===== src/hw/bcs_pkg.sv =====
// shared types and constants of the branch, call and skip execution unit
`default_nettype none
package bcs_pkg;
    // program counter width in words
    localparam int PC_W = 16;
    // status flag bit positions
    localparam int FLAG_C = 0;
    localparam int FLAG_Z = 1;
    localparam int FLAG_N = 2;
    localparam int FLAG_V = 3;
    localparam int FLAG_S = 4;
    localparam int FLAG_H = 5;
    localparam int FLAG_T = 6;
    localparam int FLAG_I = 7;
    // cycle counts per instruction class
    localparam logic [2:0] CYC_ONE      = 3'h1;
    localparam logic [2:0] CYC_CALL_ABS = 3'h4;
    localparam logic [2:0] CYC_CALL_REL = 3'h3;
    localparam logic [2:0] CYC_CALL_PTR = 3'h3;
    localparam logic [2:0] CYC_RETURN   = 3'h4;
    localparam logic [2:0] CYC_BR_TAKEN = 3'h2;
    localparam logic [2:0] CYC_SKIP_ONE = 3'h2;
    localparam logic [2:0] CYC_SKIP_TWO = 3'h3;
    localparam logic [2:0] CYC_IO_BIT   = 3'h2;
    // word distances from the current instruction
    localparam logic [15:0] STEP_ONE   = 16'h0001;
    localparam logic [15:0] STEP_TWO   = 16'h0002;
    localparam logic [15:0] STEP_THREE = 16'h0003;
    // register port offsets
    localparam logic [1:0] REG_CTRL   = 2'h0;
    localparam logic [1:0] REG_PC_LO  = 2'h1;
    localparam logic [1:0] REG_PC_HI  = 2'h2;
    localparam logic [1:0] REG_STATUS = 2'h3;
    // control fields and reset values
    localparam int          CTRL_EN_BIT = 0;
    localparam logic [7:0]  CTRL_RESET  = 8'h01;
    localparam logic [15:0] PC_RESET    = 16'h0000;
    // status register layout: bit 7 busy, bits 4:0 last opcode
    localparam int STAT_BUSY_BIT = 7;
    // operation codes handed over by the decoder
    typedef enum logic [4:0] {
        OP_NOP          = 5'h00,
        OP_CALL_ABS     = 5'h01,
        OP_CALL_REL     = 5'h02,
        OP_CALL_PTR     = 5'h03,
        OP_SUB_RETURN   = 5'h04,
        OP_IRQ_RETURN   = 5'h05,
        OP_CMP_SKIP_EQ  = 5'h06,
        OP_CMP_REGS     = 5'h07,
        OP_CMP_BORROW   = 5'h08,
        OP_CMP_IMM      = 5'h09,
        OP_SKIP_REG_CLR = 5'h0A,
        OP_SKIP_REG_SET = 5'h0B,
        OP_SKIP_IO_CLR  = 5'h0C,
        OP_SKIP_IO_SET  = 5'h0D,
        OP_BR_FLAG_SET  = 5'h0E,
        OP_BR_FLAG_CLR  = 5'h0F,
        OP_IO_BIT_SET   = 5'h10,
        OP_IO_BIT_CLR   = 5'h11
    } bcs_op_t;
    // one decoded instruction with its operands
    typedef struct packed {
        bcs_op_t     op;
        logic [7:0]  rd_val;    // destination register contents
        logic [7:0]  src_val;   // source register or immediate
        logic [2:0]  bit_sel;   // bit or flag number
        logic [11:0] offset;    // signed word displacement
        logic [15:0] target;    // absolute target or pointer pair
        logic [5:0]  io_addr;   // i/o register number
        logic [7:0]  io_val;    // current i/o register contents
        logic        next_two;  // following instruction is two words
    } bcs_cmd_t;
    // one i/o write
    typedef struct packed {
        logic [5:0] addr;
        logic [7:0] data;
    } bcs_io_wr_t;
endpackage
`default_nettype wire


===== src/hw/bcs_cond.sv =====
// condition evaluation for branches and skips
`default_nettype none
module bcs_cond
    import bcs_pkg::*;
(
    // instruction and flags
    input  wire bcs_cmd_t   cmd_in,
    input  wire logic [7:0] flags_in,
    // condition holds
    output logic            take_out
);
    // selected status bit; signed test rebuilt from n and v
    wire       nv_sign = flags_in[FLAG_N] ^ flags_in[FLAG_V];
    // zero, negative, carry, half, t, overflow and interrupt flags all read here
    wire       flag_bit = (cmd_in.bit_sel == 3'(FLAG_S)) ? nv_sign
                        : flags_in[cmd_in.bit_sel];
    wire       reg_bit  = cmd_in.src_val[cmd_in.bit_sel];
    wire       io_bit   = cmd_in.io_val[cmd_in.bit_sel];
    wire       equal    = cmd_in.rd_val == cmd_in.src_val;

    // per opcode condition select
    always_comb begin
        case (cmd_in.op)
            OP_CMP_SKIP_EQ:  take_out = equal;
            OP_SKIP_REG_CLR: take_out = !reg_bit;
            OP_SKIP_REG_SET: take_out = reg_bit;
            OP_SKIP_IO_CLR:  take_out = !io_bit;
            OP_SKIP_IO_SET:  take_out = io_bit;
            OP_BR_FLAG_SET:  take_out = flag_bit;
            OP_BR_FLAG_CLR:  take_out = !flag_bit;
            default:         take_out = 1'b0;
        endcase
    end
endmodule
`default_nettype wire


===== src/hw/bcs_cmp.sv =====
// compare subtraction and its flags, no result written anywhere
`default_nettype none
module bcs_cmp
    import bcs_pkg::*;
(
    // operands
    input  wire logic [7:0] a_in,
    input  wire logic [7:0] b_in,
    input  wire logic       carry_in,
    input  wire logic       zero_in,
    input  wire logic       chain_in,   // carry form: subtract carry, keep zero
    // flags: c z n v s h, upper bits zero
    output logic [7:0]      flags_out
);
    wire       cin = chain_in & carry_in;
    wire [7:0] res = a_in - b_in - {7'h00, cin};
    // borrow out of bit 7 and bit 3
    wire c7 = (~a_in[7] & b_in[7]) | (b_in[7] & res[7]) | (res[7] & ~a_in[7]);
    wire c3 = (~a_in[3] & b_in[3]) | (b_in[3] & res[3]) | (res[3] & ~a_in[3]);
    wire ov = (a_in[7] & ~b_in[7] & ~res[7]) | (~a_in[7] & b_in[7] & res[7]);
    // carry form only clears zero, so multi-byte compares chain
    wire zf = (res == 8'h00) & (chain_in ? zero_in : 1'b1);

    always_comb begin
        flags_out         = 8'h00;
        flags_out[FLAG_C] = c7;
        flags_out[FLAG_Z] = zf;
        flags_out[FLAG_N] = res[7];
        flags_out[FLAG_V] = ov;
        flags_out[FLAG_S] = res[7] ^ ov;
        flags_out[FLAG_H] = c3;
    end
endmodule
`default_nettype wire


===== src/hw/bcs_exec.sv =====
// control-flow execution unit: calls, returns, compares, skips, branches, i/o bits
// Functional notes
// - calls: absolute 4, relative 3, pointer 3
// - equal compare skips next, 1/2/3 cycles
// - compares set flags only, one cycle
// - register bit test skips, 1/2/3 cycles
// - i/o bit test skips, 1/2/3 cycles
// - flag branch: taken target pc+offset+1
// - carry branches test carry flag
// - signed branches test n xor v
// - half-carry branches test half-carry flag
// - transfer branches test t flag
// - overflow branches test v flag
// - interrupt branches test global enable
// - i/o bit set/clear, two cycles
`default_nettype none
module bcs_exec
    import bcs_pkg::*;
(
    // clock, reset, enable
    input  wire logic       clk_in,
    input  wire logic       reset_n_in,
    input  wire logic       ce_in,
    // instruction issue
    input  wire logic       issue_in,
    input  wire bcs_cmd_t   cmd_in,
    output logic            ready_out,
    // status flags
    input  wire logic [7:0] flags_in,
    output logic [7:0]      flags_out,
    output logic            flags_we_out,
    // data stack
    output logic            push_out,
    output logic [15:0]     push_data_out,
    output logic            pop_out,
    input  wire logic [15:0] stack_data_in,
    // i/o space
    output logic            io_we_out,
    output bcs_io_wr_t      io_wr_out,
    // program counter
    output logic [15:0]     pc_out,
    output logic            done_out,
    // register port
    input  wire logic [1:0] reg_addr_in,
    input  wire logic [7:0] reg_wdata_in,
    input  wire logic       reg_wr_in,
    input  wire logic       reg_rd_in,
    output logic [7:0]      reg_rdata_out
);
    // sequencer states
    typedef enum logic {
        ST_IDLE = 1'b0,
        ST_BUSY = 1'b1
    } bcs_state_t;

    bcs_state_t  state;          // idle or counting
    logic [2:0]  cnt;            // cycles still to run
    logic [7:0]  ctrl;           // control register
    logic [4:0]  last_op;        // last accepted opcode
    logic [15:0] pend_pc;        // target held while busy
    logic [7:0]  pend_flags;     // flag result held while busy
    logic        pend_flags_we;  // flag write pending
    logic        pend_io_we;     // i/o write pending
    bcs_io_wr_t  pend_io;        // i/o write held while busy
    logic        pend_pop;       // target comes from the stack
    logic        pend_ie_set;    // interrupt enable to be set

    // decoded instruction class, reused by several terms
    function automatic logic is_skip(input bcs_op_t op);
        is_skip = (op == OP_CMP_SKIP_EQ) || (op == OP_SKIP_REG_CLR) || (op == OP_SKIP_REG_SET)
               || (op == OP_SKIP_IO_CLR) || (op == OP_SKIP_IO_SET);
    endfunction

    function automatic logic is_branch(input bcs_op_t op);
        is_branch = (op == OP_BR_FLAG_SET) || (op == OP_BR_FLAG_CLR);
    endfunction

    function automatic logic is_cmp(input bcs_op_t op);
        is_cmp = (op == OP_CMP_REGS) || (op == OP_CMP_BORROW) || (op == OP_CMP_IMM);
    endfunction

    function automatic logic is_call(input bcs_op_t op);
        is_call = (op == OP_CALL_ABS) || (op == OP_CALL_REL) || (op == OP_CALL_PTR);
    endfunction

    // condition and compare helpers
    wire       take;
    wire [7:0] cmp_flags;

    bcs_cond u_cond (
        .cmd_in   (cmd_in),
        .flags_in (flags_in),
        .take_out (take)
    );

    bcs_cmp u_cmp (
        .a_in      (cmd_in.rd_val),
        .b_in      (cmd_in.src_val),
        .carry_in  (flags_in[FLAG_C]),
        .zero_in   (flags_in[FLAG_Z]),
        .chain_in  (cmd_in.op == OP_CMP_BORROW),
        .flags_out (cmp_flags)
    );

    // accepted only when enabled and idle; ce low freezes everything
    wire accept = ce_in && issue_in && ready_out && ctrl[CTRL_EN_BIT];
    wire op_skip   = is_skip(cmd_in.op);
    wire op_branch = is_branch(cmd_in.op);
    wire op_cmp    = is_cmp(cmd_in.op);
    wire op_call   = is_call(cmd_in.op);
    wire op_ret    = (cmd_in.op == OP_SUB_RETURN) || (cmd_in.op == OP_IRQ_RETURN);
    wire op_io     = (cmd_in.op == OP_IO_BIT_SET) || (cmd_in.op == OP_IO_BIT_CLR);

    // address arithmetic; displacement sign-extended so targets go both ways
    wire [15:0] disp       = {{4{cmd_in.offset[11]}}, cmd_in.offset};
    wire [15:0] rel_target = pc_out + disp + STEP_ONE;
    wire [15:0] pc_plus1   = pc_out + STEP_ONE;
    wire [15:0] skip_dist  = cmd_in.next_two ? STEP_THREE : STEP_TWO;
    wire [15:0] skip_tgt   = pc_out + skip_dist;
    // the absolute call is two words long, so it returns two words on
    wire [15:0] link_addr  = (cmd_in.op == OP_CALL_ABS) ? pc_out + STEP_TWO : pc_plus1;

    // target of the accepted instruction
    wire [15:0] next_target =
        (cmd_in.op == OP_CALL_ABS)    ? cmd_in.target :
        (cmd_in.op == OP_CALL_REL)    ? rel_target :
        (cmd_in.op == OP_CALL_PTR)    ? cmd_in.target :
        ((op_branch || op_skip) && take) ? (op_skip ? skip_tgt : rel_target)
                                      : pc_plus1;

    // cycles of the accepted instruction
    wire [2:0] skip_cyc = cmd_in.next_two ? CYC_SKIP_TWO : CYC_SKIP_ONE;
    wire [2:0] next_cycles =
        (cmd_in.op == OP_CALL_ABS) ? CYC_CALL_ABS :
        (cmd_in.op == OP_CALL_REL) ? CYC_CALL_REL :
        (cmd_in.op == OP_CALL_PTR) ? CYC_CALL_PTR :
        op_ret                     ? CYC_RETURN :
        op_io                      ? CYC_IO_BIT :
        (op_skip && take)          ? skip_cyc :
        (op_branch && take)        ? CYC_BR_TAKEN :
                                     CYC_ONE;

    // i/o read-modify-write, other bits kept
    wire [7:0] bit_mask = 8'h01 << cmd_in.bit_sel;
    wire [7:0] io_new   = (cmd_in.op == OP_IO_BIT_SET) ? (cmd_in.io_val | bit_mask)
                                                       : (cmd_in.io_val & ~bit_mask);

    // compare keeps t and i, replaces the arithmetic flags
    wire [7:0] keep_mask  = 8'h00 | (8'h01 << FLAG_T) | (8'h01 << FLAG_I);
    wire [7:0] cmp_merged = (flags_in & keep_mask) | cmp_flags;

    // final cycle of a multi-cycle instruction
    wire finish_busy = (state == ST_BUSY) && (cnt == CYC_ONE);
    wire one_cycle   = accept && (next_cycles == CYC_ONE);

    // register read mux
    wire [7:0] status_val = {(state == ST_BUSY), 2'h0, last_op};
    wire [7:0] read_val =
        (reg_addr_in == REG_CTRL)   ? ctrl :
        (reg_addr_in == REG_PC_LO)  ? pc_out[7:0] :
        (reg_addr_in == REG_PC_HI)  ? pc_out[15:8] :
                                      status_val;
    // pc writes from software only while idle, never over an accept
    wire pc_wr_ok = reg_wr_in && (state == ST_IDLE) && !accept;

    // sequencer: idle takes an instruction, busy counts down
    always_ff @(posedge clk_in or negedge reset_n_in) begin
        if (!reset_n_in) begin
            state     <= ST_IDLE;
            cnt       <= 3'h0;
            ready_out <= 1'b0;
        end else if (ce_in) begin
            if (accept && !one_cycle) begin
                state     <= ST_BUSY;
                cnt       <= next_cycles - CYC_ONE;
                ready_out <= 1'b0;
            end else if (finish_busy) begin
                state     <= ST_IDLE;
                cnt       <= 3'h0;
                ready_out <= 1'b1;
            end else if (state == ST_BUSY) begin
                cnt <= cnt - CYC_ONE;
            end else begin
                ready_out <= 1'b1;
            end
        end
    end

    // pending results captured at accept
    always_ff @(posedge clk_in or negedge reset_n_in) begin
        if (!reset_n_in) begin
            pend_pc       <= PC_RESET;
            pend_flags    <= 8'h00;
            pend_flags_we <= 1'b0;
            pend_io_we    <= 1'b0;
            pend_io       <= '0;
            pend_pop      <= 1'b0;
            pend_ie_set   <= 1'b0;
        end else if (ce_in && accept) begin
            pend_pc       <= next_target;
            pend_flags    <= cmp_merged;
            pend_flags_we <= op_cmp;
            pend_io_we    <= op_io;
            pend_io       <= '{addr: cmd_in.io_addr, data: io_new};
            pend_pop      <= op_ret;
            pend_ie_set   <= (cmd_in.op == OP_IRQ_RETURN);
        end
    end

    // stack strobes: push the return address, or pop, right after accept
    always_ff @(posedge clk_in or negedge reset_n_in) begin
        if (!reset_n_in) begin
            push_out      <= 1'b0;
            push_data_out <= 16'h0000;
            pop_out       <= 1'b0;
        end else if (ce_in) begin
            push_out <= accept && op_call;
            pop_out  <= accept && op_ret;
            if (accept && op_call) begin
                push_data_out <= link_addr;
            end
        end
    end

    // completion: pc, flags and i/o write all land with done
    always_ff @(posedge clk_in or negedge reset_n_in) begin
        if (!reset_n_in) begin
            pc_out       <= PC_RESET;
            done_out     <= 1'b0;
            flags_out    <= 8'h00;
            flags_we_out <= 1'b0;
            io_we_out    <= 1'b0;
            io_wr_out    <= '0;
        end else if (ce_in) begin
            done_out     <= one_cycle || finish_busy;
            flags_we_out <= 1'b0;
            io_we_out    <= 1'b0;
            if (one_cycle) begin
                pc_out       <= next_target;
                flags_out    <= cmp_merged;
                flags_we_out <= op_cmp;
            end else if (finish_busy) begin
                // return address is stable once the pop has been seen
                pc_out       <= pend_pop ? stack_data_in : pend_pc;
                flags_out    <= pend_ie_set ? (flags_in | (8'h01 << FLAG_I)) : pend_flags;
                flags_we_out <= pend_flags_we || pend_ie_set;
                io_we_out    <= pend_io_we;
                io_wr_out    <= pend_io;
            end else if (pc_wr_ok && (reg_addr_in == REG_PC_LO)) begin
                pc_out[7:0]  <= reg_wdata_in;
            end else if (pc_wr_ok && (reg_addr_in == REG_PC_HI)) begin
                pc_out[15:8] <= reg_wdata_in;
            end
        end
    end

    // control and status registers, read data one cycle after the strobe
    always_ff @(posedge clk_in or negedge reset_n_in) begin
        if (!reset_n_in) begin
            ctrl          <= CTRL_RESET;
            last_op       <= 5'h00;
            reg_rdata_out <= 8'h00;
        end else if (ce_in) begin
            if (reg_wr_in && (reg_addr_in == REG_CTRL)) begin
                ctrl <= reg_wdata_in;
            end
            if (accept) begin
                last_op <= cmd_in.op;
            end
            reg_rdata_out <= reg_rd_in ? read_val : 8'h00;
        end
    end
endmodule
`default_nettype wire


===== config.mk =====
export PLATFORM = sky130hd
export DESIGN_NAME = bcs_exec
export DESIGN_NICKNAME = d
export VERILOG_FILES = /design/src/hw/bcs_pkg.sv /design/src/hw/bcs_cond.sv /design/src/hw/bcs_cmp.sv /design/src/hw/bcs_exec.sv
export SDC_FILE = /design/constraint.sdc
export NUM_CORES = 1
export LEC_CHECK = 0
export ABC_AREA = 1
export BUFFER_PORTS_ARGS = -buffer_cell sky130_fd_sc_hd__buf_4
export CAP_MARGIN = 10
export CORE_ASPECT_RATIO = 0.7
export CORE_MARGIN = 10
export CORE_UTILIZATION = 40
export CTS_CLUSTER_SIZE = 28
export DETAILED_ROUTE_END_ITERATION = 16
export PLACE_DENSITY = 0.64
export SLEW_MARGIN = 10
export SYNTH_ARGS = -nofsm -noshare
export SYNTH_HDL_FRONTEND = slang
export SYNTH_SLANG_ARGS = --single-unit

===== constraint.sdc =====
create_clock -name clk_in -period 2.6 [get_ports clk_in]
set_clock_uncertainty 0.1 [all_clocks]
set_input_delay 0.26 -clock clk_in [delete_from_list [all_inputs] [get_ports clk_in]]
set_output_delay 0.26 -clock clk_in [all_outputs]
set_load 0.005 [all_outputs]

Yosys cells after proc, flatten, opt, wreduce, memory -nomap -nowiden
Index checks and enable logic that the tools add are counted.
{ "classes": {"n_addsub": 9, "n_eq_ne": 25, "bitwise": 28, "shifts": 1, "mux": 50, "order_cmp": 1, "n_reduce_logical": 53} }
{ "ops": {"columns": ["operator", "n"], "rows": [
  ["$mux W16", 9],
  ["$mux W8", 11],
  ["$eq A5 B4 Y1 const B", 8],
  ["$add A16 B1 Y16 const B", 2],
  ["$mux W3", 7],
  ["$eq A5 B3 Y1 const B", 4],
  ["$logic_and A1 B1 Y1", 17],
  ["$add A16 B16 Y16", 1],
  ["$add A16 B2 Y16", 1],
  ["$add A16 B2 Y16 const B", 1],
  ["$mux W1", 16],
  ["$reduce_and A2 Y1", 8],
  ["$logic_or A1 B1 Y1", 14],
  ["$and A1 B1 Y1", 11],
  ["$eq A5 B2 Y1 const B", 2],
  ["$eq A5 B5 Y1 const B", 2],
  ["$bmux W1 S3", 3],
  ["$reduce_bool A3 Y1", 3],
  ["$and A8 B8 Y8", 1],
  ["$eq A8 B8 Y1", 1],
  ["$logic_not A8 Y1", 1],
  ["$not A8 Y8", 1],
  ["$or A8 B6 Y8", 1],
  ["$or A8 B8 Y8", 1],
  ["other kinds (21)", 41]
]} }
{ "totals": {"wordCells": 192, "inputBits": 107, "out_inout_bits": 68, "regBits": 127} }

Longest topological paths before layout
{ "depth": {"depth_word": 19, "ltp_mapped": 27, "ltp_nobuf": 24} }

Modules after synthesis
Synthesis repeated with hierarchy kept, for this count alone.
{ "hier_totals": {"hier_cells": 1469, "area_unflattened_um2": 9753.1} }
{ "modules_own_cells": {"columns": ["mod", "area_each_um2", "instances", "seq_area_each_um2", "cells_per_inst"], "rows": [
  ["bcs_exec", 8475.6, 1, 3179.3, 1223],
  ["bcs_cmp", 730.7, 1, 0.0, 123],
  ["bcs_cond", 546.8, 1, 0.0, 123]
]} }

Worst setup path after synthesis
Ideal clock, no wire load.
{ "synth_path": {"path_kind": "input to register", "from": "input cmd_in[53] (netlist name)", "to": "register pc_out[2]", "arrival_ns": 2.502, "cell_stages": 21, "setup_time_ns": 0.118, "required_ns": 2.382, "n_path_buf": 2, "setup_slack_ns": -0.119, "cell_sequence": "inv_1 -> ha_1 -> nand4_1 -> nor2_1 -> nand3b_1 -> nand3_2 -> nor2_8 -> nand2_4 -> buf_6 -> nor3_1 -> ha_1 -> nand2_2 -> nor2_2 -> inv_4 -> nand2_4 -> inv_1 -> nand2_1 -> buf_4 -> inv_1 -> nand2_1 -> nand2_1"} }
{ "synth_via": {"elab_chain_cells": 16, "word_cells_on_any_way": 24, "classes_between": "eq/ne: 2; mux: 15; reduce/logical: 7"} }
{ "synth_lines": {"columns": ["element", "line_no", "rtl"], "rows": [
  ["start, declared", "bcs_exec.sv:26", "input wire bcs_cmd_t cmd_in,"],
  ["$bmux W1 S3", "bcs_cond.sv:17", "wire reg_bit = cmd_in.src_val[cmd_in.bit_sel];"],
  ["$mux W1 (implied by the code)", "bcs_cond.sv:17", null],
  ["$logic_not A1 Y1", "bcs_cond.sv:25", "OP_SKIP_REG_CLR: take_out = !reg_bit;"],
  ["$pmux W1 S7 *", "bcs_cond.sv:23", "case (cmd_in.op)"],
  ["$logic_and A1 B1 Y1", "bcs_exec.sv:140", "(op_branch && take) ? CYC_BR_TAKEN :"],
  ["$mux W2", "bcs_exec.sv:140", null],
  ["$mux W2", "bcs_exec.sv:139", "(op_skip && take) ? skip_cyc :"],
  ["$mux W2", "bcs_exec.sv:138", "op_io ? CYC_IO_BIT :"],
  ["$mux W3", "bcs_exec.sv:137", "op_ret ? CYC_RETURN :"],
  ["$mux W3", "bcs_exec.sv:136", "(cmd_in.op == OP_CALL_PTR) ? CYC_CALL_PTR :"],
  ["$mux W3", "bcs_exec.sv:135", "(cmd_in.op == OP_CALL_REL) ? CYC_CALL_REL :"],
  ["$mux W3", "bcs_exec.sv:134", "(cmd_in.op == OP_CALL_ABS) ? CYC_CALL_ABS :"],
  ["$eq A3 B1 Y1", "bcs_exec.sv:154", "wire one_cycle = accept && (next_cycles == CYC_ONE);"],
  ["$logic_and A1 B1 Y1", "bcs_exec.sv:154", null],
  ["$reduce_bool A3 Y1 (no line)", null, null],
  ["$reduce_and A2 Y1 (no line)", null, null],
  ["end signal, assigned", "bcs_exec.sv:239", "pc_out <= next_target;"],
  ["end signal, assigned", "bcs_exec.sv:244", "pc_out <= pend_pop ? stack_data_in : pend_pc;"],
  ["end signal, assigned", "bcs_exec.sv:250", "pc_out[7:0] <= reg_wdata_in;"],
  ["end, declared", "bcs_exec.sv:41", "output logic [15:0] pc_out,"]
]} }
Every way passes the cells marked *; elsewhere a longest branch is shown, timed or not. The select of a mux whose other input is x is not followed.
A chain may end at the register's enable or synchronous reset.

Worst setup path after layout
{ "layout_path": {"from": "register pc_out[0]", "to": "register pc_out[8]"} }
{ "layout_via": {"elab_chain_cells": 8, "word_cells_on_any_way": 10, "classes_between": "add/sub: 4; mux: 6"} }
{ "layout_lines": {"columns": ["element", "line_no", "rtl"], "rows": [
  ["$add A16 B16 Y16", "bcs_exec.sv:116", "wire [15:0] rel_target = pc_out + disp + STEP_ONE;"],
  ["$add A16 B1 Y16", "bcs_exec.sv:116", null],
  ["$mux W16 (2 in a row)", "bcs_exec.sv:128", "((op_branch || op_skip) && take) ? (op_skip ? skip_tgt : rel_target)"],
  ["$mux W16", "bcs_exec.sv:127", "(cmd_in.op == OP_CALL_PTR) ? cmd_in.target :"],
  ["$mux W16 *", "bcs_exec.sv:126", "(cmd_in.op == OP_CALL_REL) ? rel_target :"],
  ["$mux W16 *", "bcs_exec.sv:125", "(cmd_in.op == OP_CALL_ABS) ? cmd_in.target :"],
  ["$mux W16 *", "bcs_exec.sv:238", "if (one_cycle) begin"]
]} }
Every way passes the cells marked *; elsewhere a longest branch is shown, timed or not.

==> run metrics <==
Initial Util 40.9%; DRT iter0 DRCs 1190; max cap viols 0; DR pass1 iterations 5; vias in the first global route 10116; Die H 150 um; Post-Syn Area 9710 um2; post-synth top area share 32.5%; number of diodes 0; simple-gate share of the synthesized area 32.0%; Tmin final 2.57 ns; hold depth 3; Sw Share 41.8%; core area 23800 um2; Synth area leaders dfrtp_1, nand2_1, o21ai_0, inv_1, nand3_1; Synth area leader dfrtp_1; XOR/XNOR Fraction of Synth Area 4.24%; worst path arrival time 2.79 ns; CP Max Fanout 2; Mapped Nets 1592; share of cells above drive strength 1 27.2%; sw power 5.37 mW; main combinational cell family by area after synthesis simple AND/OR/NAND/NOR gates; Worst Tran Pin Value 0.561 ns; DRT antenna net count 0; placed cell count 2032; largest net degree at the start of global routing 54; final worst path period share 99.0%; initial antenna violation count 0; # port buffers 174; r2r worst-path depth 21; total grt overflow 0; most frequent cell after synthesis nand2_1; Via-to-Cell Ratio 5.22; most frequent cells after synthesis nand2_1, inv_1, o21ai_0, dfrtp_1, nor2_1; CTS Buffer Depth 2; vias 10885; PnR worst setup slack 0.0272 ns; Clock power frac 20.8%; Post-synth top flop dfrtp_1; worst min-delay path category in -> reg; Mapped Cells 1444; Total Die Area 31000 um2; CTS HTree Levels 4; Layout Nets 1902; adder-cell share of the synthesized area 5.52%; wirelength, routed 38200 um; compound-gate portion of the synthesized area 14.1%; Async SR Flop Fraction 100%; final slew viol count 0; CTS tree built; status completed; fin area 13500 um2; sequential group share of total power 26.3%; TritonCTS Buffers 17; Tot GR Track Use 24.3%; Setup CP Type reg -> reg; RSZ-0062 raised after global routing true; final setup violation count 0; Pwr per Cell Area 955 nW/um2; max_slew headroom 62.6%; Synth Register Bits 127; # DRC 0; Worst EP required 2.82 ns; HPWL reported at the end of detailed placement 30500 um; clk_lat worst skew 0.43 ns; Die Width 206 um; WL per Instance 18.3 um; Post-synth EDFFs 0; Yosys cell types 59; Fin. Hold Viols 0; Worst VDD drop 0.593 mV; first-pass GRT wire length 58100 um; Non-Filler Instances 2085; Avg Cell Area, Syn 6.72 um2; IO Pins 175; clk sinks 127; area grow syn2layout 38.7%; startpoint types register; Pint 7.48 mW; Ys Warns 0; RePlAce Congestion 1.01; mux cell area share after synthesis 0.580%; root buffer cell clkbuf_16; CP endpoint kind register; clk slew on worst S/H paths 0.06 ns; Static Leak 6.99 nW; Max Fclk 389 MHz; post-place setup slack -0.263 ns; register area share after synthesis 32.8%; power share of the combinational group 52.9%; Placed Area 12300 um2; row count 47
==> registers in the layout, indices dropped and copies added, names as in the netlist, 3 cells and up <==
| name | count |
|---|---|
| push_data_out | 16 |
| ctrl | 8 |
| pend_io | 14 |
| last_op | 5 |
| io_wr_out | 14 |
| flags_out | 8 |
| pc_out | 16 |
| reg_rdata_out | 8 |
| pend_flags | 8 |
| pend_pc | 16 |
| cnt | 3 |
==> worst max-delay path, stage by stage, from the launching register on <==
cell	delay, ns
dfrtp_1	0.41
inv_2	0.11
ha_4	0.13
inv_2	0.04
fa_2	0.40
nand3_2	0.08
nand2_2	0.07
nand2_2	0.09
nand2_2	0.07
buf_6	0.13
nand2_2	0.06
nand2_2	0.05
nand2_2	0.08
nand3_2	0.07
o21ai_1	0.08
nand2_1	0.08
nand3_2	0.08
nand2_2	0.05
nand2_2	0.10
nand3_2	0.06
nand2_1	0.08
nand2_1	0.04
==> final timing paths <==
check                                      start                           end  slack, ns
max                        pc_out[0]$_DFFE_PN0P_         pc_out[8]$_DFFE_PN0P_       0.03
max in group asynchronous             reset_n_in           ctrl[0]$_DFFE_PN1P_       1.42
min reg2reg                  pop_out$_DFFE_PN0P_           pop_out$_DFFE_PN0P_       0.38
min                                    cmd_in[4]        pend_io[3]$_DFFE_PN0P_       0.01
max reg2reg                pc_out[0]$_DFFE_PN0P_         pc_out[8]$_DFFE_PN0P_       0.03
min in group asynchronous             reset_n_in  push_data_out[6]$_DFFE_PN0P_       0.24
==> power groups by stage <==
stage / Combinational (mW) / Clock (mW) / Sequential (mW)
detailed placement: 6.24 / 0 / 3.36
global route: 7.49 / 2.80 / 3.47
floorplan: 3.27 / 0 / 3.25
global placement: 6.18 / 0 / 3.36
CTS: 6.31 / 2.70 / 3.35
finish: 6.80 / 2.68 / 3.38
==> metal layers <==
layer	track usage [%]	part of all wire [%]	vias to the layer above
li1	-	-	5302
met1	36.9	49	5073
met2	32.4	40	469
met3	7.17	9.4	41
met4	5.24	1.5	0
met5	0	0	-
==> repair_timing <==
action | 4_1_cts | 5_1_grt
buffers inserted | 0 | 8
hold buffers | 13 | 0
setup endpoints to repair | 9 | 32
pin swaps | 0 | 12
resized for setup | 6 | 70
hold endpoints to repair | 62 | 0
==> cell usage in the layout, fill, tap and decap left out, types with 13 or more instances in the layout <==
master,count
nor2_1,109
o21ai_1,16
nand3_1,100
inv_1,171
nand4_1,13
a31oi_1,25
nor3_1,19
nand2_1,410
ha_1,28
dfrtp_1,121
o21ai_0,129
buf_4,327
xor2_1,39
a21oi_1,41
nand2_2,28
clkbuf_16,17
dlygate4sd3_1,13
==> layout make-up <==
type | instances | area, um2
Sequential cell | 127 | 3190
Timing Repair Buffer | 348 | 2720
Inverter | 186 | 701
Tap cell | 318 | 398
Multi-Input combinational cell | 1074 | 5810
Clock buffer | 18 | 439
Clock inverter | 14 | 214
Fill cell | 2320 | 10300
==> kinds of logic after synthesis <==
family,count (synthesis)
xor+xnor,47
simple gates,734
mux,5
flops,127
fa+ha+maj,41
buf+inv,243
compound gates,247
==> through the flow <==
stage | utilization (%) | hold slack, ns | setup TNS (ns) | total power [mW]
CTS | 55.3 | 0.00218 | 0 | 12.4
finish | 56.7 | 0.0117 | 0 | 12.9
floorplan | - | -0.136 | 0 | 6.52
global route | 56.7 | 0.00590 | -0.392 | 13.8
global placement | 51.9 | 0.152 | -2.60 | 9.54
detailed placement | 51.9 | 0.154 | -4.97 | 9.60
Power figures use the tool's default switching activity.
